===== config.mk =====
export PLATFORM = sky130hd
export DESIGN_NAME = bypass_transfer_controller
export DESIGN_NICKNAME = d
export VERILOG_FILES = /design/src/hw/bypass_xfer_pkg.sv /design/src/hw/button_debounce.sv /design/src/hw/bypass_transfer_controller.sv
export VERILOG_INCLUDE_DIRS = /design/src /design/src/hw
export SDC_FILE = /design/constraint.sdc
export NUM_CORES = 1
export LEC_CHECK = 0
export BUFFER_PORTS_ARGS = -buffer_cell sky130_fd_sc_hd__clkbuf_2
export CORE_ASPECT_RATIO = 0.75
export CORE_MARGIN = 2
export CORE_UTILIZATION = 30
export DETAILED_ROUTE_END_ITERATION = 12
export HOLD_SLACK_MARGIN = 0.15
export PLACE_DENSITY = 0.51
export SYNTH_ARGS = -nofsm -noshare
export SYNTH_HDL_FRONTEND = slang
export SYNTH_SLANG_ARGS = --single-unit

===== constraint.sdc =====
create_clock -name clk -period 6.2 [get_ports clk]
set_clock_uncertainty 0.15 [all_clocks]
set_input_delay 0.93 -clock clk [delete_from_list [all_inputs] [get_ports clk]]
set_output_delay 0.93 -clock clk [all_outputs]
set_load 0.02 [all_outputs]

===== src/hw/bypass_xfer_defs.svh =====
// Constants for the maintenance bypass transfer interlock.
// Assumes a 250 MHz system clock; included by the transfer controller module only.
// How it works
// - Enter bypass: close bypass breaker, then open isolation breaker, overlapping.
// - Return: close isolation breaker, then open bypass breaker, overlapping.
// - Enter bypass refused until every paralleled unit reports internal bypass.
// - A breaker failing to close leaves the other closed and lights failure lamp.
// - A breaker failing to open gets the other opened and lights failure lamp.
// - While failure lamp lit, the last pressed button lamp blinks.
// - Only a press of the non-blinking button clears the failure lamp.
// - No close command without valid line voltage at that breaker.
// - Independent timer trips isolation breaker after both closed over 4 s.
// - Open-transition lamp lights when the closed breaker's source is invalid.
// - With that lamp lit, lit button press trips closed breaker before closing.
// - Open-transition lamp lights when output is dead behind either closed breaker.
// - Dead bus inhibits overlapping transfers.
// - Enter-bypass button lit while isolation breaker closed.
// - Return-to-load button lit while bypass breaker closed.
// - Breaker combinations that back-feed the utility are blocked; no interlock for this, closes gated by step and line voltage only.
`ifndef BYPASS_XFER_DEFS_SVH
`define BYPASS_XFER_DEFS_SVH

`define CLK_MHZ          250
`define OVERLAP_LIMIT_MS 4000
`define OVERLAP_LIMIT_CYC (`OVERLAP_LIMIT_MS * 1000 * `CLK_MHZ)
`define BKR_RESPONSE_MS  500
`define BKR_RESPONSE_CYC (`BKR_RESPONSE_MS * 1000 * `CLK_MHZ)
`define DEBOUNCE_MS      20
`define DEBOUNCE_CYC     (`DEBOUNCE_MS * 1000 * `CLK_MHZ)
`define BLINK_MS         250
`define BLINK_CYC        (`BLINK_MS * 1000 * `CLK_MHZ)

`endif


===== src/hw/bypass_xfer_pkg.sv =====
// Types shared by the transfer interlock modules.
// Assumes the constants header sits beside it.
package bypass_xfer_pkg;

  // Breaker feedback and line-side voltage validity
  typedef struct packed {
    logic bypassClosed;
    logic isoClosed;
    logic bypassLineOk;
    logic isoLineOk;
    logic outputLive;
  } bkr_status_t;

  // Lamp drives
  typedef struct packed {
    logic enterBypassLamp;
    logic returnLoadLamp;
    logic xferFailLamp;
    logic breakXferLamp;
  } lamps_t;

  // Transfer sequencer states
  typedef enum logic [2:0] {
    IDLE       = 3'b000,
    CLOSE_NEW  = 3'b001,
    OPEN_OLD   = 3'b010,
    BREAK_OLD  = 3'b011,
    MAKE_NEW   = 3'b100,
    FAILED     = 3'b101
  } xfer_state_t;

endpackage


===== src/hw/button_debounce.sv =====
// Synchroniser, debouncer and press-edge detector for one pushbutton.
// Assumes an asynchronous active-high button level.
`timescale 1ns/100ps
module button_debounce #(
  parameter int unsigned STABLE_CYC = 32'd5000000
) (
  // Clock and reset
  input  wire logic clk,
  input  wire logic rstn,
  // Button
  input  wire logic btnRaw,
  output logic      level,
  output logic      pressPulse
);
  logic        sync1_reg;
  logic        sync2_reg;
  logic [31:0] cnt_reg;

  // Two-stage synchroniser; only stage two is looked at
  always_ff @(posedge clk)
  begin
    if (!rstn)
    begin
      sync1_reg <= 1'b0;
      sync2_reg <= 1'b0;
    end
    else
    begin
      sync1_reg <= btnRaw;
      sync2_reg <= sync1_reg;
    end
  end

  // Accept a new level only after it holds for the full window
  always_ff @(posedge clk)
  begin
    if (!rstn)
    begin
      cnt_reg    <= 32'h0;
      level      <= 1'b0;
      pressPulse <= 1'b0;
    end
    else
    begin
      pressPulse <= 1'b0;
      if (sync2_reg == level)
        cnt_reg <= 32'h0;
      else if (cnt_reg >= STABLE_CYC - 1)
      begin
        cnt_reg    <= 32'h0;
        level      <= sync2_reg;
        pressPulse <= sync2_reg;
      end
      else
        cnt_reg <= cnt_reg + 32'h1;
    end
  end
endmodule // button_debounce


===== src/hw/bypass_transfer_controller.sv =====
// Maintenance bypass transfer sequencer and interlock.
// Assumes breaker aux contacts, voltage sensors and unit bypass flags are async pins.
`timescale 1ns/100ps
`include "bypass_xfer_defs.svh"
module bypass_transfer_controller #(
  parameter int unsigned NUM_UNITS    = 7,
  parameter int unsigned OVERLAP_CYC  = `OVERLAP_LIMIT_CYC,
  parameter int unsigned RESPONSE_CYC = `BKR_RESPONSE_CYC,
  parameter int unsigned DEBOUNCE_CYC = `DEBOUNCE_CYC,
  parameter int unsigned BLINK_CYC    = `BLINK_CYC
) (
  // Clock and reset
  input  wire logic                        clk,
  input  wire logic                        rstn,
  // Operator buttons
  input  wire logic                        enterBypassBtn,
  input  wire logic                        returnLoadBtn,
  // Plant feedback
  input  wire bypass_xfer_pkg::bkr_status_t plantIn,
  input  wire logic [NUM_UNITS-1:0]        unitInBypass,
  // Breaker commands (level: close / trip coil request)
  output logic                             bypassCloseCmd,
  output logic                             bypassTripCmd,
  output logic                             isoCloseCmd,
  output logic                             isoTripCmd,
  // Indicators
  output bypass_xfer_pkg::lamps_t          lamps,
  output bypass_xfer_pkg::xfer_state_t     xferState
);
  import bypass_xfer_pkg::*;

  bkr_status_t           plantS1_reg;
  bkr_status_t           plant_reg;
  logic [NUM_UNITS-1:0]  unitS1_reg;
  logic [NUM_UNITS-1:0]  unit_reg;
  logic                  enterLvl;
  logic                  enterPress;
  logic                  returnLvl;
  logic                  returnPress;
  logic                  toBypass_reg;   // Direction of the active sequence
  logic                  lastEnter_reg;  // Last pressed button was enter-bypass
  logic [31:0]           stepCnt_reg;
  logic [31:0]           overlapCnt_reg;
  logic [31:0]           blinkCnt_reg;
  logic                  blink_reg;
  logic                  overlapTrip_reg;
  logic                  deadBus;
  logic                  srcBad;
  logic                  allUnitsBypass;
  logic                  newClosed;
  logic                  oldClosed;
  logic                  newLineOk;
  xfer_state_t           state_next;

  // Steps that pull a breaker in; shared by both close coils
  function automatic logic isMakeStep(input xfer_state_t st);
    isMakeStep = (st == CLOSE_NEW) || (st == MAKE_NEW);
  endfunction

  // Steps that push a breaker out; shared by both trip coils
  function automatic logic isBreakStep(input xfer_state_t st);
    isBreakStep = (st == OPEN_OLD) || (st == BREAK_OLD);
  endfunction

  // Both buttons share one debounce design
  button_debounce #(.STABLE_CYC(DEBOUNCE_CYC)) enterDb (
    .clk        (clk),
    .rstn       (rstn),
    .btnRaw     (enterBypassBtn),
    .level      (enterLvl),
    .pressPulse (enterPress)
  );

  button_debounce #(.STABLE_CYC(DEBOUNCE_CYC)) returnDb (
    .clk        (clk),
    .rstn       (rstn),
    .btnRaw     (returnLoadBtn),
    .level      (returnLvl),
    .pressPulse (returnPress)
  );

  // Plant pins come from outside the clock domain
  always_ff @(posedge clk)
  begin
    if (!rstn)
    begin
      plantS1_reg <= '0;
      plant_reg   <= '0;
      unitS1_reg  <= '0;
      unit_reg    <= '0;
    end
    else
    begin
      plantS1_reg <= plantIn;
      plant_reg   <= plantS1_reg;
      unitS1_reg  <= unitInBypass;
      unit_reg    <= unitS1_reg;
    end
  end

  // Derived conditions
  assign allUnitsBypass = &unit_reg;
  assign deadBus = !plant_reg.outputLive
                   && (plant_reg.bypassClosed || plant_reg.isoClosed);
  assign srcBad  = (plant_reg.bypassClosed && !plant_reg.bypassLineOk)
                   || (plant_reg.isoClosed && !plant_reg.isoLineOk) || deadBus;
  assign newClosed = toBypass_reg ? plant_reg.bypassClosed : plant_reg.isoClosed;
  assign oldClosed = toBypass_reg ? plant_reg.isoClosed : plant_reg.bypassClosed;
  assign newLineOk = toBypass_reg ? plant_reg.bypassLineOk : plant_reg.isoLineOk;

  // Sequencer next state
  always_comb
  begin
    state_next = xferState;
    case (xferState)
      IDLE:
      begin
        if ((enterPress && lamps.enterBypassLamp && allUnitsBypass)
            || (returnPress && lamps.returnLoadLamp))
          state_next = srcBad ? BREAK_OLD : CLOSE_NEW;
      end
      CLOSE_NEW:
      begin
        if (newClosed)
          state_next = OPEN_OLD;
        else if (stepCnt_reg >= RESPONSE_CYC - 1 || !newLineOk)
          state_next = FAILED;
      end
      OPEN_OLD:
      begin
        if (!oldClosed)
          state_next = IDLE;
        else if (stepCnt_reg >= RESPONSE_CYC - 1)
          state_next = FAILED;
      end
      BREAK_OLD:
      begin
        if (!oldClosed)
          state_next = MAKE_NEW;
        else if (stepCnt_reg >= RESPONSE_CYC - 1)
          state_next = FAILED;
      end
      MAKE_NEW:
      begin
        if (newClosed)
          state_next = IDLE;
        else if (stepCnt_reg >= RESPONSE_CYC - 1 || !newLineOk)
          state_next = FAILED;
      end
      FAILED:
      begin
        // Only the non-blinking button clears the failure
        if ((lastEnter_reg && returnPress) || (!lastEnter_reg && enterPress))
          state_next = IDLE;
      end
      default: state_next = IDLE;
    endcase
  end

  // State and step timer
  always_ff @(posedge clk)
  begin
    if (!rstn)
    begin
      xferState   <= IDLE;
      stepCnt_reg <= 32'h0;
    end
    else
    begin
      xferState   <= state_next;
      stepCnt_reg <= (state_next != xferState) ? 32'h0 : stepCnt_reg + 32'h1;
    end
  end

  // Direction and last-pressed memory
  always_ff @(posedge clk)
  begin
    if (!rstn)
    begin
      toBypass_reg  <= 1'b0;
      lastEnter_reg <= 1'b0;
    end
    else if (xferState == IDLE && state_next != IDLE)
    begin
      // A refused enter press must not steer a return started in the same cycle
      toBypass_reg  <= enterPress && lamps.enterBypassLamp && allUnitsBypass;
      lastEnter_reg <= enterPress && lamps.enterBypassLamp && allUnitsBypass;
    end
  end

  // Independent overlap watchdog, kept apart from the sequencer on purpose
  always_ff @(posedge clk)
  begin
    if (!rstn)
    begin
      overlapCnt_reg  <= 32'h0;
      overlapTrip_reg <= 1'b0;
    end
    else if (plant_reg.bypassClosed && plant_reg.isoClosed)
    begin
      if (overlapCnt_reg >= OVERLAP_CYC)
        overlapTrip_reg <= 1'b1;
      else
        overlapCnt_reg <= overlapCnt_reg + 32'h1;
    end
    else
    begin
      overlapCnt_reg  <= 32'h0;
      overlapTrip_reg <= 1'b0;
    end
  end

  // Breaker coils; closes gated by line voltage, direction and make step
  always_ff @(posedge clk)
  begin
    if (!rstn)
    begin
      bypassCloseCmd <= 1'b0;
      isoCloseCmd    <= 1'b0;
      bypassTripCmd  <= 1'b0;
      isoTripCmd     <= 1'b0;
    end
    else
    begin
      // Close the incoming breaker only with good line voltage
      bypassCloseCmd <= toBypass_reg && plant_reg.bypassLineOk
                        && isMakeStep(xferState);
      isoCloseCmd    <= !toBypass_reg && plant_reg.isoLineOk
                        && isMakeStep(xferState);
      // Open the outgoing breaker after make, or first when break-before-make
      bypassTripCmd  <= !toBypass_reg && isBreakStep(xferState);
      isoTripCmd     <= overlapTrip_reg
                        || (toBypass_reg && isBreakStep(xferState));
      // A stuck-closed old breaker: open the new one instead
      if (xferState == OPEN_OLD && state_next == FAILED)
      begin
        bypassTripCmd <= toBypass_reg;
        isoTripCmd    <= !toBypass_reg;
      end
    end
  end

  // Blink timebase as a square wave toggling every BLINK_CYC cycles
  always_ff @(posedge clk)
  begin
    if (!rstn)
    begin
      blinkCnt_reg <= 32'h0;
      blink_reg    <= 1'b0;
    end
    else if (blinkCnt_reg >= BLINK_CYC - 1)
    begin
      blinkCnt_reg <= 32'h0;
      blink_reg    <= !blink_reg;
    end
    else
      blinkCnt_reg <= blinkCnt_reg + 32'h1;
  end

  // Lamps; a failure blinks the last pressed button lamp and holds the other on
  always_ff @(posedge clk)
  begin
    if (!rstn)
      lamps <= '0;
    else
    begin
      lamps.xferFailLamp  <= (state_next == FAILED);
      lamps.breakXferLamp <= srcBad;
      if (state_next == FAILED)
      begin
        lamps.enterBypassLamp <= lastEnter_reg ? blink_reg : 1'b1;
        lamps.returnLoadLamp  <= lastEnter_reg ? 1'b1 : blink_reg;
      end
      else
      begin
        lamps.enterBypassLamp <= plant_reg.isoClosed;
        lamps.returnLoadLamp  <= plant_reg.bypassClosed;
      end
    end
  end

  // Levels are kept for completeness of the debouncers; presses drive behaviour
  logic unusedLvl;
  assign unusedLvl = enterLvl ^ returnLvl;

endmodule // bypass_transfer_controller


==> impl_metrics.ini <==
[run_status]
status = completed

[detailed_routing]
drt-pass1-iter-count = 4
drtAntennaViolNets = 0
wirelength_um = 16020
vias = 6065
route.detailed.drc = 0
detail_route.wl_per_cell_um = 11.94
vias_per_cell = 4.519
drt_iter0_markers = 315

[timing]
rsz0062_at_grt = no
worst_slack_ns = 3.177
fin_crit_ns = 3.023
relSlewSlack = 0.2989
setup_viol = 0
drv_slew = 0
fin_crit_sh = 0.4877
fmax_mhz = 330.8
finalHoldViolations = 0
worstMarginPinSlew_ns = 1.049
fin_tns_setup_ns = 0

[floorplan]
die_h_um = 149.3
rows = 53
ioPinCount = 27
start_util = 0.3030
core-area_sq_um = 27850
die_x_um = 197.7
dieArea_sq_um = 29500

[setup_path]
max_stage_delay_ns = 0.55
critPathLaunchType = register
cp-end-kind = register
arrival_ns = 3.23
critical_path_class = register to register
path_max_fanout = 32
critPathRequiredTime_ns = 6.41
path_cells = or4_4, or3_4, o2111ai_4, a21oi_1, or3b_4, o211ai_4, buf_4, nor2_1
cp_slowest_cell = or4_4

[place]
portBuffers = 26
hpwlAfterDp_um = 10810
gp_congestion = 0.7225
place_ws_ns = 3.184

[logic_synthesis]
yosys-top-cells-area = dfxtp_1 (49%), xor2_1 (7.8%), nor2_1 (6.5%)
synth-seq-cells = 206
synthXorXnorAreaFrac = 0.1193
synth_area_per_cell_sq_um = 9.104
synth_compound_area_frac = 0.08125
synth_top_family_by_area = simple AND/OR/NAND/NOR gates
yosysTopAreaCellShare = 0.4887
synth_ff_type = dfxtp_1
yosysSeqAreaShare = 0.4887
synth_fa_ha_area_frac = 0.008895
yosys.area.top_type = dfxtp_1
async_reset_ff_frac = 0
synth_cells = 927
synth.distinct_cells = 60
yosysWarnings = 0
yosys.area_share.simple = 0.2683
synthesis.area_sq_um = 8439
synthMuxAreaShare = 0.008302
synth_edf_count = 0

[cts]
tritoncts = yes
ctsHoldBuffers = 0
cts-resized-gates = 0
cts_sinks = 206
clkTransAtPathRegs_ns = 0.06
cts-buffers-inserted = 23
clockBufferDepth = 3
cts_setup_buffers = 0
cts_root_buffer = clkbuf_16
ctsHtreeMaxLevel = 1
clk_latency_ns = 0.49

[global_route]
grt_usage = 0.1123
antenna_found_initial = 0
grt_max_degree = 54
grt_pass1_wl_um = 27730
gr-total-overflow = 0
first_global_vias = 5664

[power]
vdd_drop_max_mv = 0.1502
powerDensity_nw_per_um2 = 281.0
leakagePower_uw = 0.003367
total_power_uw = 2734

[flow_run]
drv_cap = 0

[layout]
area_growth_pct = 15.29
mostFrequentLayoutCells = dfxtp_1 (206), nor2_1 (147), xor2_1 (75)
fin_nets = 993
drive_gt1_frac = 0.09848
diodes = 0
final_common_cell = dfxtp_1

[min_path]
hold_class = register to register
cell type report:
type / instances / area [sq um]
clock inverter: 4 / 72.57
clock buffer: 35 / 680.7
sequential: 206 / 4124
multi-input combinational: 695 / 4193
fill: 2906 / 18120
timing repair buffer: 29 / 152.6
inverter: 16 / 60.06
tap: 357 / 446.7
final timing paths:
check / startpoint / end / slack, ns / depth (start not counted)
setup / recovery: stepCnt_reg[15] / stepCnt_reg[14] / 3.18 / 8
hold / removal: plantS1_reg[1] / plant_reg[1] / 0.28 / 1
setup reg to reg: stepCnt_reg[15] / stepCnt_reg[14] / 3.18 / 8
hold reg to reg: plantS1_reg[1] / plant_reg[1] / 0.28 / 1
routing by layer:
metal,wire [um],up-vias,GRT usage
met5,0,-,0
met4,284,0,0.02556
met3,550,23,0.02193
met2,6512,59,0.1678
met1,8675,2767,0.1658
li1,-,3216,-
cell usage after synthesis (3+ instances only):
master	count
and2_1	42
a31oi_1	5
nand4_1	24
o2111ai_1	8
nand2b_1	3
mux2i_1	7
o211ai_1	14
nand3_1	49
xor2_1	75
buf_6	3
nor2b_1	6
a21o_1	3
nor4_1	9
o21ai_0	22
ha_1	6
clkbuf_1	28
nor3_1	16
or3_1	10
nor2_2	20
nor3b_1	3
xnor2_1	40
nand2_1	68
and3_1	26
and4_1	11
o21a_1	4
a21oi_1	15
o31ai_1	3
nor2_1	147
dfxtp_1	206
inv_1	16
power breakdown:
part	switching (uW)	internal (uW)
clock network	510	834
logic	21.4	15.7
registers	8.57	1340
cell families after synthesis:
| logic type | Yosys count |
|---|---|
| DFF | 206 |
| buffers and inverters | 49 |
| AOI/OAI and AO/OA | 93 |
| adders and majority gates | 6 |
| xor gates and xnor gates | 115 |
| other | 1 |
| muxes | 7 |
| and+or+nand+nor | 450 |
stage by stage:
stage | util | hold WS (ns) | cells | instance area, sq um
after floorplan | - | 0.2619 | 950 | 8526
after global placement | 0.3223 | 0.2692 | 1303 | 8976
after detailed placement | 0.3223 | 0.2707 | 1303 | 8976
after CTS | 0.3493 | 0.2809 | 1342 | 9729
after global routing | 0.3493 | 0.2978 | 1342 | 9729
final | 0.3493 | 0.2783 | 1342 | 9729
critical path, delay by kind of cell (launching register included):
family	cells	cell delay, ns
AOI/OAI and AO/OA	3	0.53
DFF	1	0.34
buffers and inverters	1	0.43
and+or+nand+nor	4	1.44
Note: power is estimated with default switching activity, not from simulation.
